File: config.mk
export PLATFORM = sky130hd
export DESIGN_NAME = acs_top
export DESIGN_NICKNAME = d
export VERILOG_FILES = /design/src/acs_pkg.sv /design/src/acs_trig_edge.sv /design/src/acs_conv_timer.sv /design/src/acs_top.sv
export SDC_FILE = /design/constraint.sdc
export NUM_CORES = 1
export LEC_CHECK = 0
export BUFFER_PORTS_ARGS = -buffer_cell sky130_fd_sc_hd__buf_2
export CELL_PAD_IN_SITES_DETAIL_PLACEMENT = 1
export CELL_PAD_IN_SITES_GLOBAL_PLACEMENT = 1
export CORE_MARGIN = 5
export CORE_UTILIZATION = 34
export CTS_BUF_LIST = sky130_fd_sc_hd__clkbuf_2
export CTS_CLUSTER_DIAMETER = 60
export DETAILED_ROUTE_END_ITERATION = 12
export PLACE_DENSITY_LB_ADDON = 0.1
export SLEW_MARGIN = 15
export SYNTH_ARGS = -nofsm -noshare
export SYNTH_HDL_FRONTEND = slang
export SYNTH_SLANG_ARGS = --single-unit
File: constraint.sdc
create_clock -name aclk -period 2.1 [get_ports aclk]
set_input_delay 0.315 -clock aclk [delete_from_list [all_inputs] [get_ports aclk]]
set_output_delay 0.315 -clock aclk [all_outputs]
set_load 0.01 [all_outputs]
File: src/acs_pkg.sv
/*
 * constants, types and register decode for the converter control block.
 * assumes a single 20 MHz system clock and an AXI4-Lite register bus
 * with 32-bit data; registers sit at four times their index.
 */
// Operation
// - single conversion end sets done flag
// - done clears only by write 0 after reading 1
// - no end interrupt while enable bit low
// - writing start bit one begins conversion
// - single mode clears start bit at end
// - scan bit zero means one-shot single mode
// - conversion finishes within 134 clock states
// - channel field picks input, zero is channel 0
// - trigger edges ignored while trigger disabled
// - channel 0 result lands in result A
package acs_pkg;
    localparam int ADDR_W = 18;
    // register indices, byte address is index times four
    localparam logic [15:0] IDX_RESULT_A    = 16'hFFB0;
    localparam logic [15:0] IDX_CTRL_STATUS = 16'hFFB8;
    localparam logic [15:0] IDX_TRIG_CTRL   = 16'hFFB9;
    localparam logic [15:0] IDX_EVT_STATUS  = 16'hFFC0;
    localparam logic [15:0] IDX_EVT_MASK    = 16'hFFC1;
    // conv_ctrl_status fields
    localparam int BIT_DONE  = 7;
    localparam int BIT_IE    = 6;
    localparam int BIT_START = 5;
    localparam int BIT_SCAN  = 4;
    localparam int BIT_CKS   = 3;
    localparam int CH_LSB    = 0;
    localparam int CH_W      = 3;
    // conv_trigger_ctrl field
    localparam int BIT_EXTERNAL_TRIGGER_ENABLE  = 7;
    // event status and mask bits
    localparam int EVT_END   = 0;
    localparam int EVT_TRIG  = 1;
    localparam int EVT_BUSY  = 2;
    localparam int EVT_W     = 3;
    // reset values
    localparam logic [7:0]       CTRL_RST   = 8'h00;
    localparam logic [EVT_W-1:0] EVT_RST    = 3'h0;
    localparam logic [15:0]      RESULT_RST = 16'h0000;
    // conversion time in clock states; one state is one aclk period
    localparam int CLK_HZ           = 20_000_000;
    localparam int CONV_STATES_SLOW = 134;
    localparam int CONV_STATES_FAST = 70;
    localparam int CONV_OVERHEAD    = 2;
    localparam logic [7:0] CONV_LOAD_SLOW = 8'(CONV_STATES_SLOW - CONV_OVERHEAD);
    localparam logic [7:0] CONV_LOAD_FAST = 8'(CONV_STATES_FAST - CONV_OVERHEAD);
    localparam logic [1:0] RESP_OKAY   = 2'h0;
    localparam logic [1:0] RESP_SLVERR = 2'h2;

    typedef enum logic [2:0] {
        REG_NONE, REG_RES_A, REG_CTRL, REG_TRIG, REG_EVT_ST, REG_EVT_MSK
    } acs_reg_t;

    typedef enum logic [1:0] {
        ST_IDLE = 2'b01,
        ST_CONV = 2'b10
    } acs_state_t;

    // byte address to register; low two bits must be zero
    function automatic acs_reg_t acs_decode(input logic [ADDR_W-1:0] a);
        acs_reg_t r;
        r = REG_NONE;
        if (a[1:0] == 2'h0) begin
            if (a[ADDR_W-1:2] == IDX_RESULT_A) r = REG_RES_A;
            else if (a[ADDR_W-1:2] == IDX_CTRL_STATUS) r = REG_CTRL;
            else if (a[ADDR_W-1:2] == IDX_TRIG_CTRL) r = REG_TRIG;
            else if (a[ADDR_W-1:2] == IDX_EVT_STATUS) r = REG_EVT_ST;
            else if (a[ADDR_W-1:2] == IDX_EVT_MASK) r = REG_EVT_MSK;
        end
        return r;
    endfunction
endpackage

File: src/acs_trig_edge.sv
/*
 * falling edge detector for the external trigger pin.
 * assumes the pin is already synchronous to aclk and idles high.
 */
`timescale 1ns/1ps
module acs_trig_edge (
    input  wire logic aclk,
    input  wire logic aresetn,
    input  wire logic external_trigger_pin,
    input  wire logic enable,
    output logic      start_pulse
);
    logic pin_prev_ff;
    logic pulse_ff;

    // remember last pin level, idle high
    always_ff @(posedge aclk) begin
        if (!aresetn) pin_prev_ff <= 1'h1;
        else pin_prev_ff <= external_trigger_pin;
    end

    // edges seen while disabled are dropped, not remembered
    always_ff @(posedge aclk) begin
        if (!aresetn) pulse_ff <= 1'h0;
        else pulse_ff <= enable & pin_prev_ff & ~external_trigger_pin;
    end

    assign start_pulse = pulse_ff;
endmodule

File: src/acs_conv_timer.sv
/*
 * conversion timer: counts one conversion and pulses done at its end.
 * assumes start only arrives when no conversion is running, or at the
 * very cycle done is pulsed (back to back scan).
 */
`timescale 1ns/1ps
module acs_conv_timer (
    input  wire logic aclk,
    input  wire logic aresetn,
    input  wire logic start,
    input  wire logic fast,
    output logic      done
);
    logic [7:0] cnt_ff;
    logic       run_ff;
    logic       done_ff;

    // load at start, count down to zero
    always_ff @(posedge aclk) begin
        if (!aresetn) begin
            cnt_ff <= 8'h00;
            run_ff <= 1'h0;
        end else if (start) begin
            cnt_ff <= fast ? acs_pkg::CONV_LOAD_FAST : acs_pkg::CONV_LOAD_SLOW;
            run_ff <= 1'h1;
        end else if (run_ff) begin
            if (cnt_ff == 8'h00) run_ff <= 1'h0;
            else cnt_ff <= cnt_ff - 8'h01;
        end
    end

    // one pulse per finished conversion
    always_ff @(posedge aclk) begin
        if (!aresetn) done_ff <= 1'h0;
        else done_ff <= run_ff & (cnt_ff == 8'h00) & ~start;
    end

    assign done = done_ff;
endmodule

File: src/acs_top.sv
/*
 * converter control and status: registers on AXI4-Lite, start by
 * software or external trigger, single and scan modes, done flag,
 * result register and interrupts.
 * assumes the analog front end presents the selected channel's sample
 * on analog_sample_data while a conversion runs; one clock domain.
 */
`timescale 1ns/1ps
module acs_top (
    input  wire logic                      aclk,
    input  wire logic                      aresetn,
    input  wire logic [acs_pkg::ADDR_W-1:0] s_awaddr,
    input  wire logic                      s_awvalid,
    output logic                           s_awready,
    input  wire logic [31:0]               s_wdata,
    input  wire logic [3:0]                s_wstrb,
    input  wire logic                      s_wvalid,
    output logic                           s_wready,
    output logic [1:0]                     s_bresp,
    output logic                           s_bvalid,
    input  wire logic                      s_bready,
    input  wire logic [acs_pkg::ADDR_W-1:0] s_araddr,
    input  wire logic                      s_arvalid,
    output logic                           s_arready,
    output logic [31:0]                    s_rdata,
    output logic [1:0]                     s_rresp,
    output logic                           s_rvalid,
    input  wire logic                      s_rready,
    input  wire logic                      external_trigger_pin,
    input  wire logic [15:0]               analog_sample_data,
    output logic [2:0]                     analog_channel_sel,
    output logic                           conv_end_irq,
    output logic                           evt_irq
);
    logic                       awready_ff;
    logic                       wready_ff;
    logic                       aw_held_ff;
    logic                       w_held_ff;
    logic [acs_pkg::ADDR_W-1:0] awaddr_ff;
    logic [7:0]                 wdata_ff;
    logic                       wlane_ff;
    logic                       bvalid_ff;
    logic [1:0]                 bresp_ff;
    logic                       arready_ff;
    logic                       rvalid_ff;
    logic [31:0]                rdata_ff;
    logic [1:0]                 rresp_ff;
    logic                       done_ff;
    logic                       ie_ff;
    logic                       start_ff;
    logic                       scan_ff;
    logic                       cks_ff;
    logic [2:0]                 ch_ff;
    logic                       external_trigger_enable_ff;
    logic                       clr_armed_ff;
    logic [15:0]                result_a_ff;
    logic [acs_pkg::EVT_W-1:0]  evt_st_ff;
    logic [acs_pkg::EVT_W-1:0]  evt_msk_ff;
    logic [2:0]                 cur_ch_ff;
    logic                       conv_end_irq_ff;
    logic                       evt_irq_ff;
    acs_pkg::acs_state_t        state_ff;
    acs_pkg::acs_reg_t          wr_sel;
    acs_pkg::acs_reg_t          rd_sel;
    logic                       aw_hs;
    logic                       w_hs;
    logic                       ar_hs;
    logic                       wr_go;
    logic                       wr_ctrl;
    logic                       idle;
    logic                       sw_start;
    logic                       trig_start;
    logic                       go;
    logic                       refused;
    logic                       conv_done;
    logic                       last_ch;
    logic                       pass_end;
    logic                       keep_scan;
    logic                       timer_start;
    logic                       done_clr;
    logic                       scan_sel;
    logic [2:0]                 ch_sel;
    logic                       cks_sel;
    logic [acs_pkg::EVT_W-1:0]  evt_set;

    // bus handshakes and decode
    assign aw_hs   = s_awvalid & awready_ff;
    assign w_hs    = s_wvalid & wready_ff;
    assign ar_hs   = s_arvalid & arready_ff;
    assign wr_go   = aw_held_ff & w_held_ff & ~bvalid_ff;
    assign wr_sel  = acs_pkg::acs_decode(awaddr_ff);
    assign rd_sel  = acs_pkg::acs_decode(s_araddr);
    assign wr_ctrl = wr_go & wlane_ff & (wr_sel == acs_pkg::REG_CTRL);

    // start sources and conversion sequencing
    assign idle       = (state_ff == acs_pkg::ST_IDLE);
    assign sw_start   = wr_ctrl & wdata_ff[acs_pkg::BIT_START];
    assign go         = idle & (sw_start | trig_start);
    assign refused    = ~idle & (sw_start | trig_start);
    assign last_ch    = ~scan_ff | (cur_ch_ff == ch_ff);
    assign pass_end   = conv_done & last_ch;
    assign keep_scan  = scan_ff & start_ff;
    assign timer_start = go | (conv_done & keep_scan);
    // a write of 0 clears only after the flag was seen as 1
    assign done_clr   = wr_ctrl & ~wdata_ff[acs_pkg::BIT_DONE] & clr_armed_ff;
    // mode and channel written together with start take effect at once
    assign scan_sel   = wr_ctrl ? wdata_ff[acs_pkg::BIT_SCAN] : scan_ff;
    assign ch_sel     = wr_ctrl ? wdata_ff[acs_pkg::CH_LSB +: acs_pkg::CH_W] : ch_ff;
    assign cks_sel    = (wr_ctrl & idle) ? wdata_ff[acs_pkg::BIT_CKS] : cks_ff;
    assign evt_set    = {refused, go & trig_start, pass_end};

    acs_trig_edge u_trig (
        .aclk                 (aclk),
        .aresetn              (aresetn),
        .external_trigger_pin (external_trigger_pin),
        .enable               (external_trigger_enable_ff),
        .start_pulse          (trig_start)
    );

    acs_conv_timer u_timer (
        .aclk    (aclk),
        .aresetn (aresetn),
        .start   (timer_start),
        .fast    (cks_sel),
        .done    (conv_done)
    );

    // write address and data taken in either order
    always_ff @(posedge aclk) begin
        if (!aresetn) begin
            awready_ff <= 1'h0;
            aw_held_ff <= 1'h0;
            awaddr_ff  <= '0;
        end else begin
            awready_ff <= ~awready_ff & s_awvalid & ~aw_held_ff & ~bvalid_ff;
            if (aw_hs) begin
                aw_held_ff <= 1'h1;
                awaddr_ff  <= s_awaddr;
            end else if (wr_go) aw_held_ff <= 1'h0;
        end
    end

    always_ff @(posedge aclk) begin
        if (!aresetn) begin
            wready_ff <= 1'h0;
            w_held_ff <= 1'h0;
            wdata_ff  <= 8'h00;
            wlane_ff  <= 1'h0;
        end else begin
            wready_ff <= ~wready_ff & s_wvalid & ~w_held_ff & ~bvalid_ff;
            if (w_hs) begin
                w_held_ff <= 1'h1;
                wdata_ff  <= s_wdata[7:0];
                wlane_ff  <= s_wstrb[0];
            end else if (wr_go) w_held_ff <= 1'h0;
        end
    end

    // write response; unmapped addresses answer slverr
    always_ff @(posedge aclk) begin
        if (!aresetn) begin
            bvalid_ff <= 1'h0;
            bresp_ff  <= acs_pkg::RESP_OKAY;
        end else if (wr_go) begin
            bvalid_ff <= 1'h1;
            bresp_ff  <= (wr_sel == acs_pkg::REG_NONE) ? acs_pkg::RESP_SLVERR
                                                       : acs_pkg::RESP_OKAY;
        end else if (s_bready) bvalid_ff <= 1'h0;
    end

    // read channel, data come from a register one cycle after address
    always_ff @(posedge aclk) begin
        if (!aresetn) begin
            arready_ff <= 1'h0;
            rvalid_ff  <= 1'h0;
            rdata_ff   <= 32'h0000_0000;
            rresp_ff   <= acs_pkg::RESP_OKAY;
        end else begin
            arready_ff <= ~arready_ff & s_arvalid & ~rvalid_ff;
            if (ar_hs) begin
                rvalid_ff <= 1'h1;
                rresp_ff  <= acs_pkg::RESP_OKAY;
                unique case (rd_sel)
                    acs_pkg::REG_RES_A:   rdata_ff <= {16'h0000, result_a_ff};
                    acs_pkg::REG_CTRL:    rdata_ff <= {24'h00_0000, done_ff, ie_ff,
                                                       start_ff, scan_ff, cks_ff, ch_ff};
                    acs_pkg::REG_TRIG:    rdata_ff <= {24'h00_0000, external_trigger_enable_ff, 7'h00};
                    acs_pkg::REG_EVT_ST:  rdata_ff <= {29'h0000_0000, evt_st_ff};
                    acs_pkg::REG_EVT_MSK: rdata_ff <= {29'h0000_0000, evt_msk_ff};
                    acs_pkg::REG_NONE: begin
                        rdata_ff <= 32'h0000_0000;
                        rresp_ff <= acs_pkg::RESP_SLVERR;
                    end
                endcase
            end else if (s_rready) rvalid_ff <= 1'h0;
        end
    end

    // clear arming: a read showing the flag set, dropped by the next control register write
    always_ff @(posedge aclk) begin
        if (!aresetn) clr_armed_ff <= 1'h0;
        else if (ar_hs && rd_sel == acs_pkg::REG_CTRL && done_ff) clr_armed_ff <= 1'h1;
        else if (wr_ctrl) clr_armed_ff <= 1'h0;
    end

    // done flag; a new end beats a clear in the same cycle
    always_ff @(posedge aclk) begin
        if (!aresetn) done_ff <= 1'h0;
        else if (pass_end) done_ff <= 1'h1;
        else if (done_clr) done_ff <= 1'h0;
    end

    // control bits; mode, clock and channel frozen while converting
    always_ff @(posedge aclk) begin
        if (!aresetn) begin
            ie_ff   <= acs_pkg::CTRL_RST[acs_pkg::BIT_IE];
            scan_ff <= acs_pkg::CTRL_RST[acs_pkg::BIT_SCAN];
            cks_ff  <= acs_pkg::CTRL_RST[acs_pkg::BIT_CKS];
            ch_ff   <= acs_pkg::CTRL_RST[acs_pkg::CH_LSB +: acs_pkg::CH_W];
        end else if (wr_ctrl) begin
            ie_ff <= wdata_ff[acs_pkg::BIT_IE];
            if (idle) begin
                scan_ff <= wdata_ff[acs_pkg::BIT_SCAN];
                cks_ff  <= wdata_ff[acs_pkg::BIT_CKS];
                ch_ff   <= wdata_ff[acs_pkg::CH_LSB +: acs_pkg::CH_W];
            end
        end
    end

    // start bit: set by either source, self clears in single mode
    always_ff @(posedge aclk) begin
        if (!aresetn) start_ff <= acs_pkg::CTRL_RST[acs_pkg::BIT_START];
        else if (go) start_ff <= 1'h1;
        else if (conv_done && !scan_ff) start_ff <= 1'h0;
        else if (wr_ctrl && !wdata_ff[acs_pkg::BIT_START] && scan_ff) start_ff <= 1'h0;
    end

    always_ff @(posedge aclk) begin
        if (!aresetn) external_trigger_enable_ff <= acs_pkg::CTRL_RST[acs_pkg::BIT_EXTERNAL_TRIGGER_ENABLE];
        else if (wr_go && wlane_ff && wr_sel == acs_pkg::REG_TRIG)
            external_trigger_enable_ff <= wdata_ff[acs_pkg::BIT_EXTERNAL_TRIGGER_ENABLE];
    end

    // sequencer: single mode converts once, scan loops until start cleared
    always_ff @(posedge aclk) begin
        if (!aresetn) state_ff <= acs_pkg::ST_IDLE;
        else begin
            unique case (state_ff)
                acs_pkg::ST_IDLE: if (go) state_ff <= acs_pkg::ST_CONV;
                acs_pkg::ST_CONV: if (conv_done && !keep_scan) state_ff <= acs_pkg::ST_IDLE;
                default: state_ff <= acs_pkg::ST_IDLE;
            endcase
        end
    end

    // channel being converted; scan walks 0 up to the field value
    always_ff @(posedge aclk) begin
        if (!aresetn) cur_ch_ff <= 3'h0;
        else if (go) cur_ch_ff <= scan_sel ? 3'h0 : ch_sel;
        else if (conv_done && scan_ff) cur_ch_ff <= last_ch ? 3'h0 : cur_ch_ff + 3'h1;
    end

    // only channel 0 has a result register; other channels are dropped
    always_ff @(posedge aclk) begin
        if (!aresetn) result_a_ff <= acs_pkg::RESULT_RST;
        else if (conv_done && cur_ch_ff == 3'h0) result_a_ff <= analog_sample_data;
    end

    // sticky events, write one to clear, set wins
    always_ff @(posedge aclk) begin
        if (!aresetn) begin
            evt_st_ff  <= acs_pkg::EVT_RST;
            evt_msk_ff <= acs_pkg::EVT_RST;
        end else begin
            if (wr_go && wlane_ff && wr_sel == acs_pkg::REG_EVT_ST)
                evt_st_ff <= (evt_st_ff & ~wdata_ff[acs_pkg::EVT_W-1:0]) | evt_set;
            else evt_st_ff <= evt_st_ff | evt_set;
            if (wr_go && wlane_ff && wr_sel == acs_pkg::REG_EVT_MSK)
                evt_msk_ff <= wdata_ff[acs_pkg::EVT_W-1:0];
        end
    end

    // interrupt outputs, registered so they never glitch
    always_ff @(posedge aclk) begin
        if (!aresetn) begin
            conv_end_irq_ff <= 1'h0;
            evt_irq_ff      <= 1'h0;
        end else begin
            conv_end_irq_ff <= done_ff & ie_ff;
            evt_irq_ff      <= |(evt_st_ff & evt_msk_ff);
        end
    end

    assign s_awready          = awready_ff;
    assign s_wready           = wready_ff;
    assign s_bvalid           = bvalid_ff;
    assign s_bresp            = bresp_ff;
    assign s_arready          = arready_ff;
    assign s_rvalid           = rvalid_ff;
    assign s_rdata            = rdata_ff;
    assign s_rresp            = rresp_ff;
    assign analog_channel_sel = cur_ch_ff;
    assign conv_end_irq       = conv_end_irq_ff;
    assign evt_irq            = evt_irq_ff;
endmodule

==> results_dict.tcl <==
set metrics [dict create \
    status "complete, no violations" \
    whs_ns 0.0749 \
    r2r_end "analog_channel_sel[0]" \
    fmax_mhz 492 \
    via_per_inst 4.97 \
    power_density_nw_per_um2 573 \
    clockBufferDepth 2 \
    p_sw_frac 0.240 \
    finClkSkew_ns 0.0221 \
    netSwitchingPower_mw 0.799 \
    critPathLaunch "awaddr_ff[0]" \
    final_area_um2 5800 \
    synth_seq_cells 103 \
    fin_crit_sh 0.968 \
    setup-tns-final_ns 0 \
    yosys-top-cells-area "dfxtp_1 46%, nand2_1 9.9%, a21oi_1 6.8%, buf_4 3.2%, nor2_1 2.7%" \
    min_period_ns 2.03 \
    worstMarginPinSlew_ns 0.642 \
    cp_cell_sequence "or4_4, nor4_4, buf_4, and2_4, mux2_4, o221a_1" \
    dieArea_um2 15400 \
    numCtsBuffers 9 \
    required_ns 2.62 \
    dpl_cell_area_um2 5090 \
    r2r-start "awaddr_ff[0]" \
    sequentialPowerShare 0.604 \
    leakagePower_nw 2.26 \
    slew_headroom 0.572 \
    crit_end "analog_channel_sel[0]" \
    root_buffer "clkbuf_2" \
    r2r_slack_ns 0.07 \
    antenna_found_initial 0 \
    cp_slowest_cell "or4_4" \
    reg2regPathDepth 6 \
    syn_area_um2 4440 \
    synth_top_area_frac 0.464 \
    hpwl_mm 9.76 \
    rows 41 \
    crit_path_max_fanout 4 \
    drt-total-wl_mm 13.4 \
    routedWlPerCell_um 15.6 \
    gr-total-overflow 0 \
    n_fill_cell 1567 \
    ys_warn_count 0 \
    ant_nets 0 \
    grt_pass1_vias 4259 \
    cell_internal_pwr_mw 2.53 \
    synthFlopType "dfxtp_1" \
    drt_first_pass_iters 4 \
    cap_violations 0 \
    grt_pass1_wl_mm 21.6 \
    cts_tree "yes" \
    ios 142 \
    worst_ep_arrival_time_ns 2.55 \
    critPathLaunchType "flip-flop" \
    finalHoldViolCount 0 \
    setup_viol 0 \
    drive_above_1_share 0.222 \
    synth_top_area_cell "dfxtp_1" \
    path_class "flip-flop to flip-flop" \
    coreArea_um2 12700 \
    finalWeightedCongestion 0.779 \
    synthCells 534 \
    drtIter0Drc 159 \
    start_util 0.349 \
    final_nets 782 \
    peakVddDrop_mv 0.336 \
    place.port_buffers 96 \
    clkLatencyLatePin_ns 0.58 \
    p_clk_frac 0.310 \
    slowest_delay_ns 0.54 \
    antennaDiodeCount 0 \
    area_growth_syn_to_layout_pct 30.7 \
    grt_usage 0.169 \
    final_common_cell "nand2_1" \
    maxSlewViolCount 0 \
    hp-class "input pin to flip-flop" \
    async_flop_share 0 \
    die_h_um 124 \
    synth_cell_types 57 \
    clk_pin_slew_worst_paths_ns 0.25 \
    yosysSeqAreaShare 0.464 \
    syn_area_per_cell_um2 8.32 \
    dieWidth_um 124 \
    numClockSinks 103 \
    vias 4273 \
    rsz0062_at_grt "no" \
    end_kind "flip-flop" \
    synth_edf_count 0 \
    grt_max_degree 33 \
    htree_num_levels 3 \
    final_cell_mix "116 x nand2_1, 100 x dfxtp_1, 96 x buf_2, 60 x a21oi_1, 49 x dlygate4sd3_1" \
    combPwrFrac 0.086 \
    drc 0 \
]
==> stage by stage <==
step / setup WS (ns) / instances / util / power [mW]
floorplan: 0.0173 / 551 / - / 2.17
global placement: 0.0462 / 790 / 0.400 / 2.25
detailed placement: -0.0307 / 790 / 0.400 / 2.26
CTS: 0.0395 / 857 / 0.451 / 3.37
global route: 0.00189 / 860 / 0.456 / 3.48
finish: 0.0675 / 860 / 0.456 / 3.33
==> critical path, delay by kind of cell (launching register included) <==
kind | cells | cell delay [ns]
compound gates | 1 | 0.22
flops | 1 | 0.38
buf+inv | 1 | 0.17
simple gates | 3 | 0.91
mux | 1 | 0.30
==> registers in the layout, indices dropped and copies added, names as in the netlist, 2 cells and up <==
| signal | count |
|---|---|
| awaddr_ff | 18 |
| state_ff | 2 |
| evt_st_ff | 3 |
| evt_msk_ff | 3 |
| wdata_ff | 8 |
| result_a_ff | 16 |
| analog_channel_sel | 3 |
| ch_ff | 3 |
| u_timer.cnt_ff | 8 |
| s_rdata | 16 |
==> cell families (layout without fill, tap and decap cells) <==
family	Yosys count	in the layout	share of synthesized area
buffers and inverters	58	194	0.0651
and+or+nand+nor	227	227	0.246
xor gates and xnor gates	8	8	0.0158
adders and majority gates	3	3	0.00845
muxes	11	11	0.0259
DFF	103	103	0.464
other	1	18	0.000844
AOI/OAI and AO/OA	123	124	0.174
==> cells in the mapped netlist, types with 5 or more instances <==
cell type  instances
nor3_1             7
and3_1             5
a2bb2oi_1          5
nand2_1          117
clkbuf_1          26
nand3_1           18
nor2_1            32
and2_1             5
nand2b_1           9
o21ai_0           11
a21oi_1           60
a22oi_1           12
inv_1             12
mux2i_1            9
dfxtp_1          103
buf_4             19
nor3b_1            5
==> how the worst min path moves through the flow <==
stage	endpoint	cells after the start	slack (ns)	from
2_1_floorplan	u_trig.start_pulse	2	0.40	u_trig.pin_prev_ff
6_report	s_rdata[7]	3	0.07	s_araddr[4]
3_3_place_gp	u_trig.start_pulse	2	0.41	u_trig.pin_prev_ff
4_1_cts	s_rdata[7]	3	0.01	s_araddr[4]
3_5_place_dp	u_trig.start_pulse	2	0.42	u_trig.pin_prev_ff
5_1_grt	evt_st_ff[2]	2	0.04	aresetn
==> area by class of cell <==
type                       instances  area, um^2  area share
inverter                          13        48.8     0.00841
multi-input combinational        391        2220       0.382
clock inverter                     5        72.6      0.0125
sequential                       103        2070       0.356
timing repair buffer             165        1130       0.194
tap                              172         215      0.0371
clock buffer                      11        55.1     0.00948
==> metal layers <==
layer | GRT usage | wire length (um)
met1 | 0.216 | 6140
met2 | 0.286 | 6430
met3 | 0.0446 | 690
met4 | 0.0374 | 119
met5 | 0 | 0
==> power groups by stage <==
stage	registers, mW	clock network [mW]	logic, mW
floorplan	2.04	0	0.131
CTS	2.01	1.08	0.286
global placement	2.04	0	0.211
global route	2.02	1.15	0.318
finish	2.01	1.03	0.287
detailed placement	2.04	0	0.216
==> timing repair <==
| action | CTS | global route |
|---|---|---|
| endpoints found under the setup margin | 2 | 11 |
| hold endpoints to repair | 51 | 0 |
| hold buffers | 49 | 0 |
| cloned | 0 | 1 |
| pin swaps | 1 | 4 |
| buffers inserted | 2 | 2 |
| resized for setup | 4 | 12 |
(Power assumes the default switching activity.)
